`src/logic/oec_consts.svh`:
```
// Purpose: constants for the output enable control block
// Assumes: 50 MHz clock, register port with one-cycle read latency
// Notes: offsets are word indices on the plain register port
`ifndef OEC_CONSTS_SVH
`define OEC_CONSTS_SVH

// ****************************************************************
// Register offsets
// ****************************************************************
`define OEC_A_CMD 4'h0
`define OEC_A_STATE 4'h1
`define OEC_A_PINCFG 4'h2
`define OEC_A_LOAD 4'h3
`define OEC_A_VSET 4'h4
`define OEC_A_ISET 4'h5
`define OEC_A_SAVE 4'h6
`define OEC_A_SAVED 4'h7
`define OEC_A_MODE 4'h8
`define OEC_A_VWORK 4'h9
`define OEC_A_IWORK 4'ha
`define OEC_A_VPROT 4'hb
`define OEC_A_IPROT 4'hc

// ****************************************************************
// Field positions
// ****************************************************************
`define OEC_CMD_ON 0
`define OEC_CMD_OFF 1
`define OEC_SAVE_INT 0
`define OEC_SAVE_LOAD 1
`define OEC_SAVE_PWRUP 2

// ****************************************************************
// Reset values and encodings
// ****************************************************************
`define OEC_PIN_HON 3'h0
`define OEC_PIN_LON 3'h1
`define OEC_PIN_HIGH_DISABLES_LOW_PERMITS 3'h2
`define OEC_PIN_LOW_DISABLES_HIGH_PERMITS 3'h3
`define OEC_PIN_LOW_PULSE_LATCHED_OFF 3'h4
`define OEC_PIN_NONE 3'h5
`define OEC_LOAD_ACT 2'h0
`define OEC_LOAD_RES 2'h1
`define OEC_LOAD_BATT 2'h2
`define OEC_PROT_LOW 16'h0010
`define OEC_PROT_MAX 16'hffff

// ****************************************************************
// Timing
// ****************************************************************
`define OEC_CLK_MHZ 50
`define OEC_LATCH_US 100
`define OEC_LATCH_CYC (`OEC_LATCH_US * `OEC_CLK_MHZ)

`endif

```
`src/logic/oec_pkg.sv`:
```
// Purpose: types for the output enable control block
// Assumes: constants come from oec_consts.svh
// Notes: all state is held in packed structs
package oec_pkg;

  typedef enum logic [1:0] {
    OEC_ST_IDLE,
    OEC_ST_SAVE,
    OEC_ST_ZERO
  } oec_phase_t;

  typedef struct packed {
    logic [3:0] addr;
    logic [15:0] wdata;
    logic wr;
    logic rd;
  } oec_bus_t;

  typedef struct packed {
    logic [15:0] vset;
    logic [15:0] iset;
    logic [15:0] vprot;
    logic [15:0] iprot;
  } oec_setp_t;

  typedef struct packed {
    logic sync1;
    logic sync2;
  } oec_sync_t;

endpackage

```
`src/logic/oec_sync.sv`:
```
// Purpose: two flip-flop synchroniser for the remote on/off pin
// Assumes: pin is asynchronous to clk
// Notes: first stage feeds only the second stage
`timescale 1ns/1ps
`default_nettype none
module oec_sync (
  input wire logic clk,
  input wire logic sys_rst,
  input wire logic ce,
  input wire logic din,
  output logic dout
);
  import oec_pkg::*;

  oec_sync_t st_ff;
  oec_sync_t nxt_st;

  always_comb begin
    nxt_st = st_ff;
    if (ce) begin
      nxt_st.sync1 = din;
      nxt_st.sync2 = st_ff.sync1;
    end
  end

  // Idle pin reads as open (logic 1)
  always_ff @(posedge clk or posedge sys_rst) begin
    if (sys_rst) begin
      st_ff <= '{sync1: 1'b1, sync2: 1'b1};
    end else begin
      st_ff <= nxt_st;
    end
  end

  assign dout = st_ff.sync2;
endmodule
`default_nettype wire

```
`src/logic/oec_top.sv`:
```
// Purpose: output enable command interpreter with remote on/off pin
// Assumes: register port; pin is asynchronous; single 50 MHz clock
// Notes: setpoints are raw 16-bit codes
`timescale 1ns/1ps
`default_nettype none
`include "oec_consts.svh"

// Operation
// - Output command bit 0/1 turns output on or off.
// - Reset starts local mode with output on; power-up default configurable (reset ignores pwrup_saved and always turns output on).
// - Entering remote mode leaves output state untouched.
// - Off with passive load saves setpoints; voltage source zeros voltage, lowers current limit.
// - Current source off zeros current and lowers voltage limit after saving.
// - On restores setpoints saved at last off.
// - While off, voltage and current setpoint reads return the saved values.
// - State read returns 0 when disabled, 1 when enabled.
// - Pin setting defaults high-disables; kept only after interface save (reset always reloads high-disables; pin_saved is only read back).
// - High-enables: pin high forces on, low forces off.
// - Low-enables: pin low forces on, high forces off.
// - High-disables: pin high holds off; low permits commands.
// - Low-disables: pin low holds off; high permits commands.
// - Latched-off: low for 100 us turns off; only on-command re-enables.
// - Disabled setting ignores the pin entirely.
// - Level-enable settings ignore standby key and on/off commands.
// - Pin setting read returns the selected setting.
// - Load type selects off behaviour; kept only after load-type save (reset always reloads OEC_LOAD_RES; load_saved is only read back).
module oec_top (
  input wire logic clk,
  input wire logic sys_rst,
  input wire logic ce,
  input wire oec_pkg::oec_bus_t bus,
  input wire logic remote_mode,
  input wire logic standby_key,
  input wire logic remote_onoff_pin,
  output logic [15:0] rdata,
  output logic output_enable,
  output oec_pkg::oec_setp_t working
);
  import oec_pkg::*;

  typedef struct packed {
    logic [15:0] rdata;
    logic out_on;
    logic cur_mode;
    logic [2:0] pin_cfg;
    logic [2:0] pin_saved;
    logic [1:0] load_type;
    logic [1:0] load_saved;
    logic pwrup_on;
    logic pwrup_saved;
    logic latched_off;
    logic [12:0] low_cnt;
    logic remote_ff;
    logic key_prev;
    logic [1:0] prime;
    oec_phase_t phase;
    oec_setp_t prog;
    oec_setp_t saved;
    oec_setp_t work;
  } oec_state_t;

  oec_state_t st_ff;
  oec_state_t nxt_st;
  logic pin_s;

  localparam logic [12:0] LATCH_CYC = 13'(`OEC_LATCH_CYC);

  // ****************************************************************
  // Pin synchroniser
  // ****************************************************************
  // two-flop sync
  oec_sync u_sync (
    .clk(clk),
    .sys_rst(sys_rst),
    .ce(ce),
    .din(remote_onoff_pin),
    .dout(pin_s)
  );

  // ****************************************************************
  // Decode helpers
  // ****************************************************************
  function automatic logic level_ctl(input logic [2:0] cfg);
    level_ctl = (cfg == `OEC_PIN_HON) || (cfg == `OEC_PIN_LON);
  endfunction

  function automatic logic wr_hit(input oec_bus_t b, input logic [3:0] a);
    wr_hit = b.wr && (b.addr == a);
  endfunction

  function automatic logic [2:0] cfg_ok(input logic [2:0] v,
                                        input logic [2:0] old);
    cfg_ok = (v > `OEC_PIN_NONE) ? old : v;
  endfunction

  // ****************************************************************
  // Next state
  // ****************************************************************
  always_comb begin
    logic want_on;
    logic want_off;
    logic hold_off;
    logic cmd_on;
    logic cmd_off;
    logic key_edge;
    logic pin_ok;
    want_on = 1'b0;
    want_off = 1'b0;
    hold_off = 1'b0;
    cmd_on = 1'b0;
    cmd_off = 1'b0;
    key_edge = 1'b0;
    pin_ok = 1'b0;
    nxt_st = st_ff;

    // ****************************************************************
    // Command decode
    // ****************************************************************
    key_edge = standby_key && !st_ff.key_prev;
    cmd_on = wr_hit(bus, `OEC_A_CMD) && bus.wdata[`OEC_CMD_ON];
    cmd_off = wr_hit(bus, `OEC_A_CMD) && bus.wdata[`OEC_CMD_OFF]
              && !bus.wdata[`OEC_CMD_ON];
    // Panel key toggles the output once local mode has held a cycle
    if (key_edge && !remote_mode && !st_ff.remote_ff) begin
      if (st_ff.out_on) begin
        cmd_off = 1'b1;
      end else begin
        cmd_on = 1'b1;
      end
    end

    if (ce) begin
      nxt_st.remote_ff = remote_mode;
      nxt_st.key_prev = standby_key;
      nxt_st.rdata = 16'h0000;
      // both sync stages start at the open level after reset, so
      // the pin decode waits until they hold real samples
      if (st_ff.prime != 2'h2) begin
        nxt_st.prime = st_ff.prime + 2'h1;
      end
      pin_ok = (st_ff.prime == 2'h2);

      // ****************************************************************
      // Pin decode
      // ****************************************************************
      // latched-off counter
      if (st_ff.pin_cfg == `OEC_PIN_LOW_PULSE_LATCHED_OFF && !pin_s && pin_ok) begin
        if (st_ff.low_cnt < LATCH_CYC) begin
          nxt_st.low_cnt = st_ff.low_cnt + 13'h0001;
        end
      end else begin
        nxt_st.low_cnt = 13'h0000;
      end
      if (st_ff.low_cnt >= LATCH_CYC - 13'h0001
          && st_ff.pin_cfg == `OEC_PIN_LOW_PULSE_LATCHED_OFF && !pin_s) begin
        nxt_st.latched_off = 1'b1;
      end else if (cmd_on) begin
        nxt_st.latched_off = 1'b0;
      end

      case (st_ff.pin_cfg)
        `OEC_PIN_HON: begin
          want_on = pin_s;
          want_off = !pin_s;
        end
        `OEC_PIN_LON: begin
          want_on = !pin_s;
          want_off = pin_s;
        end
        `OEC_PIN_HIGH_DISABLES_LOW_PERMITS: hold_off = pin_s;
        `OEC_PIN_LOW_DISABLES_HIGH_PERMITS: hold_off = !pin_s;
        `OEC_PIN_LOW_PULSE_LATCHED_OFF: hold_off = st_ff.latched_off && !cmd_on;
        default: hold_off = 1'b0;
      endcase
      // Until the sync is primed the pin has no say at all
      if (!pin_ok) begin
        want_on = 1'b0;
        want_off = 1'b0;
        hold_off = 1'b0;
      end

      // ****************************************************************
      // Command gating
      // ****************************************************************
      // commands ignored under level control
      if (level_ctl(st_ff.pin_cfg)) begin
        cmd_on = 1'b0;
        cmd_off = 1'b0;
      end
      if (hold_off) begin
        cmd_on = 1'b0;
        cmd_off = st_ff.out_on;
      end
      if (want_on && !st_ff.out_on) begin
        cmd_on = 1'b1;
      end
      if (want_off && st_ff.out_on) begin
        cmd_off = 1'b1;
      end

      // ****************************************************************
      // Register writes
      // ****************************************************************
      // Setpoint writes land in the programmed set
      if (wr_hit(bus, `OEC_A_VSET)) nxt_st.prog.vset = bus.wdata;
      if (wr_hit(bus, `OEC_A_ISET)) nxt_st.prog.iset = bus.wdata;
      if (wr_hit(bus, `OEC_A_VPROT)) nxt_st.prog.vprot = bus.wdata;
      if (wr_hit(bus, `OEC_A_IPROT)) nxt_st.prog.iprot = bus.wdata;
      if (wr_hit(bus, `OEC_A_MODE)) nxt_st.cur_mode = bus.wdata[0];
      if (wr_hit(bus, `OEC_A_PINCFG)) begin
        nxt_st.pin_cfg = cfg_ok(bus.wdata[2:0], st_ff.pin_cfg);
      end
      if (wr_hit(bus, `OEC_A_LOAD) && bus.wdata[1:0] != 2'h3) begin
        nxt_st.load_type = bus.wdata[1:0];
      end
      if (wr_hit(bus, `OEC_A_SAVE)) begin
        if (bus.wdata[`OEC_SAVE_INT]) nxt_st.pin_saved = st_ff.pin_cfg;
        if (bus.wdata[`OEC_SAVE_LOAD]) nxt_st.load_saved = st_ff.load_type;
        if (bus.wdata[`OEC_SAVE_PWRUP]) nxt_st.pwrup_saved = st_ff.pwrup_on;
      end
      if (wr_hit(bus, `OEC_A_STATE)) nxt_st.pwrup_on = bus.wdata[0];

      // Working values follow programmed ones while on
      if (st_ff.out_on) begin
        nxt_st.work = nxt_st.prog;
      end

      // ****************************************************************
      // Off and on sequence
      // ****************************************************************
      // Commands met during the save and zero steps are dropped
      case (st_ff.phase)
        OEC_ST_IDLE: begin
          if (cmd_off && st_ff.out_on) begin
            nxt_st.out_on = 1'b0;
            if (st_ff.load_type != `OEC_LOAD_ACT) begin
              nxt_st.phase = OEC_ST_SAVE;
            end
          end else if (cmd_on && !st_ff.out_on) begin
            nxt_st.out_on = 1'b1;
            nxt_st.prog = st_ff.saved;
            nxt_st.work = st_ff.saved;
          end
        end
        OEC_ST_SAVE: begin
          nxt_st.saved = st_ff.prog;
          nxt_st.phase = OEC_ST_ZERO;
        end
        OEC_ST_ZERO: begin
          nxt_st.work = st_ff.saved;
          if (st_ff.cur_mode) begin
            nxt_st.work.iset = 16'h0000;
            nxt_st.work.vprot = `OEC_PROT_LOW;
          end else begin
            nxt_st.work.vset = 16'h0000;
            nxt_st.work.iprot = `OEC_PROT_LOW;
          end
          nxt_st.phase = OEC_ST_IDLE;
        end
        default: nxt_st.phase = OEC_ST_IDLE;
      endcase
      // Active load: keep current programmed set as the restore point
      if (st_ff.load_type == `OEC_LOAD_ACT && st_ff.phase == OEC_ST_IDLE
          && cmd_off && st_ff.out_on) begin
        nxt_st.saved = st_ff.prog;
      end

      // ****************************************************************
      // Read port
      // ****************************************************************
      if (bus.rd) begin
        case (bus.addr)
          `OEC_A_STATE: nxt_st.rdata = {15'h0000, st_ff.out_on};
          `OEC_A_PINCFG: nxt_st.rdata = {13'h0000, st_ff.pin_cfg};
          `OEC_A_LOAD: nxt_st.rdata = {14'h0000, st_ff.load_type};
          `OEC_A_VSET: nxt_st.rdata = st_ff.out_on ? st_ff.prog.vset
                                                  : st_ff.saved.vset;
          `OEC_A_ISET: nxt_st.rdata = st_ff.out_on ? st_ff.prog.iset
                                                  : st_ff.saved.iset;
          `OEC_A_SAVED: nxt_st.rdata = {9'h000, st_ff.pwrup_saved,
                                        st_ff.load_saved, st_ff.pin_saved,
                                        st_ff.latched_off};
          `OEC_A_MODE: nxt_st.rdata = {15'h0000, st_ff.cur_mode};
          `OEC_A_VWORK: nxt_st.rdata = st_ff.work.vset;
          `OEC_A_IWORK: nxt_st.rdata = st_ff.work.iset;
          `OEC_A_VPROT: nxt_st.rdata = st_ff.prog.vprot;
          `OEC_A_IPROT: nxt_st.rdata = st_ff.prog.iprot;
          default: nxt_st.rdata = 16'h0000;
        endcase
      end
    end
  end

  // ****************************************************************
  // Registers
  // ****************************************************************
  // reset defaults
  always_ff @(posedge clk or posedge sys_rst) begin
    if (sys_rst) begin
      st_ff <= '0;
      st_ff.out_on <= 1'b1;
      st_ff.pwrup_on <= 1'b1;
      st_ff.pwrup_saved <= 1'b1;
      st_ff.pin_cfg <= `OEC_PIN_HIGH_DISABLES_LOW_PERMITS;
      st_ff.pin_saved <= `OEC_PIN_HIGH_DISABLES_LOW_PERMITS;
      st_ff.load_type <= `OEC_LOAD_RES;
      st_ff.load_saved <= `OEC_LOAD_RES;
      st_ff.prog.vprot <= `OEC_PROT_MAX;
      st_ff.prog.iprot <= `OEC_PROT_MAX;
      st_ff.saved.vprot <= `OEC_PROT_MAX;
      st_ff.saved.iprot <= `OEC_PROT_MAX;
      st_ff.work.vprot <= `OEC_PROT_MAX;
      st_ff.work.iprot <= `OEC_PROT_MAX;
      st_ff.phase <= OEC_ST_IDLE;
    end else begin
      st_ff <= nxt_st;
    end
  end

  // ****************************************************************
  // Outputs
  // ****************************************************************
  assign rdata = st_ff.rdata;
  assign output_enable = st_ff.out_on;
  assign working = st_ff.work;
endmodule
`default_nettype wire

```
`config.mk`:
```
export PLATFORM = sky130hd
export DESIGN_NAME = oec_top
export DESIGN_NICKNAME = d
export VERILOG_FILES = /design/src/logic/oec_pkg.sv /design/src/logic/oec_sync.sv /design/src/logic/oec_top.sv
export VERILOG_INCLUDE_DIRS = /design/src /design/src/logic
export SDC_FILE = /design/constraint.sdc
export NUM_CORES = 1
export LEC_CHECK = 0
export ABC_AREA = 1
export BUFFER_PORTS_ARGS = -buffer_cell sky130_fd_sc_hd__buf_2
export CORE_MARGIN = 2
export CORE_UTILIZATION = 40
export CTS_BUF_LIST = sky130_fd_sc_hd__clkbuf_2
export DETAILED_ROUTE_END_ITERATION = 10
export SYNTH_ARGS = -nofsm -noshare
export SYNTH_HDL_FRONTEND = slang
export SYNTH_HIERARCHICAL = 1
export SYNTH_SLANG_ARGS = --single-unit
```
`constraint.sdc`:
```
create_clock -name clk -period 12.4 [get_ports clk]
set_input_delay 0 -clock clk [delete_from_list [all_inputs] [get_ports clk]]
set_output_delay 0 -clock clk [all_outputs]
set_load 0.01 [all_outputs]
```
* Yosys cells after proc, flatten, opt, wreduce, memory -nomap -nowiden
Index checks and enable logic that the tools add are counted.
Operators by class: add/sub/neg operators 2, order comparisons 3, equal/unequal tests 24, multiplexer cells 50, bitwise operators 1, reduce and logical (&&, ||, !) cells 58
Operator list (count):
- $mux W64 | 8
- $pmux W16 S11 | 1
- $mux W16 | 9
- $pmux W64 S2 | 1
- $mux W32 | 1
- $logic_and A1 B1 Y1 | 29
- $mux W13 | 2
- $mux W1 | 22
- $eq A4 B4 Y1 const B | 5
- $reduce_and A3 Y1 | 6
- $eq A4 B3 Y1 const B | 4
- $reduce_and A2 Y1 | 7
- $add A13 B1 Y13 const B | 1
- $ge A13 B13 Y1 const B | 1
- $lt A13 B13 Y1 const B | 1
- $eq A4 B2 Y1 const B | 2
- $ne A2 B2 Y1 const B | 4
- $reduce_bool A2 Y1 | 4
- $logic_not A1 Y1 | 7
- $eq A3 B2 Y1 const B | 2
- $eq A2 B2 Y1 const B | 2
- $eq A4 B1 Y1 const B | 1
- $logic_not A2 Y1 | 2
- $logic_not A4 Y1 | 1
- other kinds (13) | 15
Word-level totals: bits in registers 244, input bits 28, output and inout port bits 81, logic and storage cells 167

* Longest topological paths before layout
depth after elaboration 17, mapped depth 15, mapped depth without buffers 15

* Modules after synthesis
The synthesis kept the hierarchy.
Modules (own cells, without submodules):
- oec_top | times used 1, cells each 2182, area each 15781.4 µm², sequential area each 6184.7 µm²
- oec_sync | times used 1, cells each 10, area each 82.6 µm², sequential area each 52.6 µm²

* Worst setup path before layout
Ideal clock, no wire load.
path type register -> register, start register st_ff, in the netlist output_enable, end register st_ff[122] (netlist name), setup time 119 ps, arrival 1787 ps, data required time 12281 ps, path slack 10494 ps, stages on the path, launching flop included 15, path buffers 3, period minus slack after synthesis 1906 ps, cell sequence dfstp_2 buf_2 inv_1 nand4_1 nand3_1 nand2_1 nand2_2 nand2_2 nand2_2 nor2_2 o21ai_4 buf_6 buf_6 nand2_1 o21ai_2
Between the ends: word-level cells in the longest chain between the ends 14, elaborated cells on any way between the ends 19, those cells by class 12 x mux; 7 x reduce/logical
Ends and longest elaborated chain:
- start: declaration | RTL line oec_top.sv:62 | oec_state_t st_ff;
- start signal: assignment | RTL line oec_top.sv:316 | st_ff <= nxt_st;
- $mux W1 | RTL line oec_top.sv:125 | if (st_ff.out_on) begin
- $mux W1 | RTL line oec_top.sv:124 | if (key_edge && !remote_mode && !st_ff.remote_ff) begin
- $logic_not A1 Y1 | RTL line oec_top.sv:172 | `OEC_PIN_LOW_PULSE_LATCHED_OFF: hold_off = st_ff.latched_off && !cmd_on;
- $logic_and A1 B1 Y1 | RTL line oec_top.sv:172
- $pmux W1 S3 | RTL line oec_top.sv:161 | case (st_ff.pin_cfg)
- $mux W1 | RTL line oec_top.sv:176 | if (!pin_ok) begin
- $mux W1 | RTL line oec_top.sv:132 | if (ce) begin
- $mux W1 | RTL line oec_top.sv:190 | if (hold_off) begin
- $mux W1 | RTL line oec_top.sv:197 | if (want_off && st_ff.out_on) begin
- $mux W1 | RTL line oec_top.sv:132
- $logic_and A1 B1 Y1 | RTL line oec_top.sv:263 | if (st_ff.load_type == `OEC_LOAD_ACT && st_ff.phase == OEC_ST_IDLE
- $logic_and A1 B1 Y1 * | RTL line oec_top.sv:263
- $reduce_bool A2 Y1 (no line)
- $reduce_and A2 Y1 (no line)
Every way passes the cells marked *; elsewhere a longest branch is shown, timed or not. The select of a mux whose other input is x is not followed. A chain may end at the register's enable or synchronous reset.

* Worst setup path after layout
start register st_ff, in the netlist output_enable, end register st_ff[155] (netlist name)
Between the ends: word-level cells in the longest chain between the ends 14, elaborated cells on any way between the ends 25, those cells by class 18 x mux; 7 x reduce/logical
Ends and longest elaborated chain:
- $mux W1 | RTL line oec_top.sv:125
- $mux W1 | RTL line oec_top.sv:124
- $logic_not A1 Y1 | RTL line oec_top.sv:172
- $logic_and A1 B1 Y1 | RTL line oec_top.sv:172
- $pmux W1 S3 | RTL line oec_top.sv:161
- $mux W1 | RTL line oec_top.sv:176
- $mux W1 | RTL line oec_top.sv:132
- $mux W1 | RTL line oec_top.sv:190
- $mux W1 | RTL line oec_top.sv:194 | if (want_on && !st_ff.out_on) begin
- $mux W1 | RTL line oec_top.sv:132
- $logic_and A1 B1 Y1 | RTL line oec_top.sv:239 | end else if (cmd_on && !st_ff.out_on) begin
- $mux W64 | RTL line oec_top.sv:239
- $mux W64 * | RTL line oec_top.sv:234 | if (cmd_off && st_ff.out_on) begin
- $mux W64 * | RTL line oec_top.sv:232 | case (st_ff.phase)
Marks and branches as above.

==> metrics.md <==
| Metric | Value |
|---|---|
| Run status | `complete, no violations` |
| Clock Tree Buf Depth | `3` |
| Power density over the cells | `210 nW/um^2` |
| Nets | `between 2k and 2.5k` |
| Top-area cell type share of the netlist area | `a little over a fifth` |
| CTS tree | `done` |
| Yosys cell types | `50` |
| Post-synth ARST share | `100%` |
| Clock Root Buffer | `clkbuf_2` |
| Number of synthesized flops with an enable pin | `0` |
| CP cell instances | `inv_4, nand4_1, nand2_1, inv_1, nor2_1, nand2_2, nand2_4, nand3_4, o211ai_1, dlygate4sd3_1, o21ai_0, dlygate4sd3_1` |
| Clk Latency, worst-skew pair | `just under 1 ns` |
| Post-Syn Instances | `2192` |
| Max-Cap Viols | `0` |
| Avg Inst Size Synth | `7.24 um^2` |
| Global-route wire length before repair | `~86000 um` |
| Core Footprint | `~40000 um^2` |
| Worst Hold Slack | `around 0.078 ns` |
| Total power | `approximately 0.0036 W` |
| Final ANT Viol Nets | `0` |
| Gr ovfl total | `0` |
| CTS Sinks | `244` |
| Worst reg2reg path depth | `12` |
| Routed wire per std cell | `19.9 um` |
| Beginning of the worst hold path | `bus[9]` |
| Fmax | `approximately 0.23 GHz` |
| Place WS | `8.64 ns` |
| # port buffers | `roughly 110` |
| Detailed-route vias per instance | `between 5 and 6` |
| P_leak | `8.16 nW` |
| CP max stage cell | `dfstp_4` |
| Gpl congestion | `0.912` |
| Crit share post-route | `roughly a third` |
| Unrepaired setup endpoints after global routing | `no` |
| Hold Vio Cnt, Final | `0` |
| Largest cells by area after synthesis | `dfrtp_1 22%, dfstp_2 17%, nand2_1 14%` |
| Sequential fraction of the synthesis area | `just under 40%` |
| Fin. max-slew vios | `0` |
| Worst stage delay on the critical path | `~0.6 ns` |
| Initial antenna violation count | `1` |
| Worst r2r dst | `st_ff[155]` |
| Final setup viols | `0` |
| FILL cells | `~4k` |
| DRT Pass-1 Iters | `6` |
| I/O pins | `between 100 and 150` |
| All-Layer GR Usage | `27.1%` |
| Setup TNS Final | `0 ns` |
| Netlist Area Pre-Place | `between 15000 and 20000 um^2` |
| Critical path required time | `13.30 ns` |
| Clock Skew | `0.0819 ns` |
| First DRT Iteration DRCs | `1637` |
| Top_reg_cell synth | `dfrtp_1` |
| Net Count, Synth | `2222` |
| Startpoint types | `flop` |
| Worst hold-check path type | `in2reg` |
| DP HPWL | `between 30000 and 40000 um` |
| H-tree levels | `3` |
| Most used cell, CP | `dlygate4sd3_1` |
| Die Y | `~200 um` |
| Headroom to the max-slew limit | `11.6%` |
| Critical path capture point type | `flop` |
| Die area | `a little over 40000 um^2` |
| Drc violations | `0` |
| Least-Margin Pin Slew | `1.29 ns` |
| Final worst-path setup slack | `around 8.1 ns` |
| Largest net degree at the start of global routing | `roughly 120` |
| Hold path depth | `6` |
| Layout area overhead | `7.83%` |
| Share of cells above drive strength 1 | `20.7%` |
| Worst Path Buf+Inv | `4` |
| Maximum fanout along the worst path | `around 60` |
| Synth warn | `6` |
| Reg2reg start | `output_enable` |
| Register area | `6240 um^2` |
| R2R Setup Slk | `8.09 ns` |
| # resized after CTS | `0` |
| Synth Register Bits | `244` |
| Synth area leader | `dfrtp_1` |
| Delay-heaviest family, CP | `buffers and inverters` |
| Levels on crit path | `12` |
| CTS Buf Count | `71` |
| WS Path Type | `reg2reg` |
| Vias | `approximately 16k` |
| Fin crit period | `around 4.3 ns` |
| CP startpoint | `output_enable` |
| Chip width | `203 um` |
| Max VDD drop | `~0.11 mV` |
| Clk pin slew, worst setup/hold paths | `0.10 ns` |
| WL final | `56100 um` |
| Area occupied by multi-input gates | `7460 um^2` |
| Hold EP | `st_ff[183]` |
| Site row count | `between 70 and 80` |
| Post-Layout Cell Count | `~2.8k` |
| Dpl cells | `2623` |
| Via count of the first global-routing pass | `14.6k` |
| Initial core utilization | `between 40 and 50%` |
| Worst EP arrival | `5.21 ns` |
-- metrics by stage --
step | utilization [%] | cell area, um^2
after CTS | 43.9 | 17100
after global routing | 43.9 | 17100
after global placement | 40.9 | 15900
final | 44.0 | 17100
after floorplan | - | 15900
after detailed placement | 40.9 | 15900
-- layer usage --
metal / vias up / part of all wire (%) / global-route usage [%] / wire [um]
met5: - / 0 / 0 / 0
met4: 0 / 4.4 / 12.5 / 2440
met3: 152 / 9.3 / 6.39 / 5220
met2: 762 / 45 / 41.4 / 25100
met1: 7476 / 42 / 36.3 / 23300
li1: 7266 / - / - / -
-- placed cells by master (no fill, tap or decap), types with 12 or more instances in the layout --
master	synthesis	final
nand4_1	18	18
buf_2	30	107
nor2_1	154	154
o21ai_2	71	71
dfrtp_1	139	139
nand2_1	582	582
dlygate4sd3_1	0	58
nand3b_1	12	12
a21oi_1	128	128
o21ai_1	59	59
clkbuf_2	0	114
dfstp_2	105	104
inv_1	213	211
buf_4	91	19
o22ai_1	28	28
o211ai_1	33	33
o21ai_0	196	196
nand3_1	106	106
-- registers in the layout, indices dropped and copies added, names as in the netlist --
signal / cells
st_ff: 161
u_sync/st_ff: 1
output_enable: 1
u_sync/dout: 1
working: 64
rdata: 16
-- worst max path at each step --
stage | endpoint | slack [ns]
after floorplan | rdata[0] | 5.93
after global placement | working[38] | 8.66
after detailed placement | working[38] | 8.64
after CTS | st_ff[155] | 8.22
after global routing | st_ff[155] | 7.89
final | st_ff[155] | 8.09
-- power by group --
part	total, W	internal (W)	leakage (nW)	switching, W
registers	0.00143	0.00115	2.87	0.000278
logic	0.00155	0.000510	4.78	0.00104
clock network	0.000614	0.000239	0.507	0.000375
total	0.00359	0.00190	8.16	0.00169
-- worst min-delay path, cell delays in order --
cell	delay, ns
dlygate4sd3_1	0.51
buf_2	0.12
o21ai_0	0.10
nor2_1	0.10
nand2_1	0.06
o211ai_1	0.08
-- area by class of cell --
class / instances / share of cell area (%)
Timing Repair Buffer: 185 / 7.42
Sequential cell: 244 / 36.5
Inverter: 224 / 5.02
Clock inverter: 13 / 0.293
Multi-Input combinational cell: 1510 / 43.6
Clock buffer: 114 / 3.34
Antenna cell: 2 / 0.0293
Tap cell: 518 / 3.79
-- synthesized netlist by cell type, types with 9 or more instances --
master / count
inv_1: 213
o221ai_1: 11
o211ai_1: 33
clkbuf_1: 61
nor2_1: 154
buf_2: 30
buf_4: 91
o21ai_1: 59
nor3_1: 10
buf_1: 13
o21ai_0: 196
dfstp_2: 105
nand3b_1: 12
nand3_1: 106
buf_6: 19
a21oi_1: 128
nand4_1: 18
o22ai_1: 28
o21ai_2: 71
a221oi_1: 11
dfrtp_1: 139
nand2_1: 582
or2_2: 9
-- cell families after synthesis --
kind of cell             share of synthesized area [%]
AND/OR/NAND/NOR                                   24.4
AO/OA/AOI/OAI                                     22.1
buffers and inverters                             13.7
flip-flops                                        39.3
XOR/XNOR                                         0.331
adder cells (fa/ha/maj)                          0.158
-- timing repair --
item	4_1_cts	5_1_grt
hold endpoints to repair	285	0
endpoints found under the setup margin	0	0
buffers inserted	0	0
hold buffers	58	0
(Power assumes the default switching activity.)
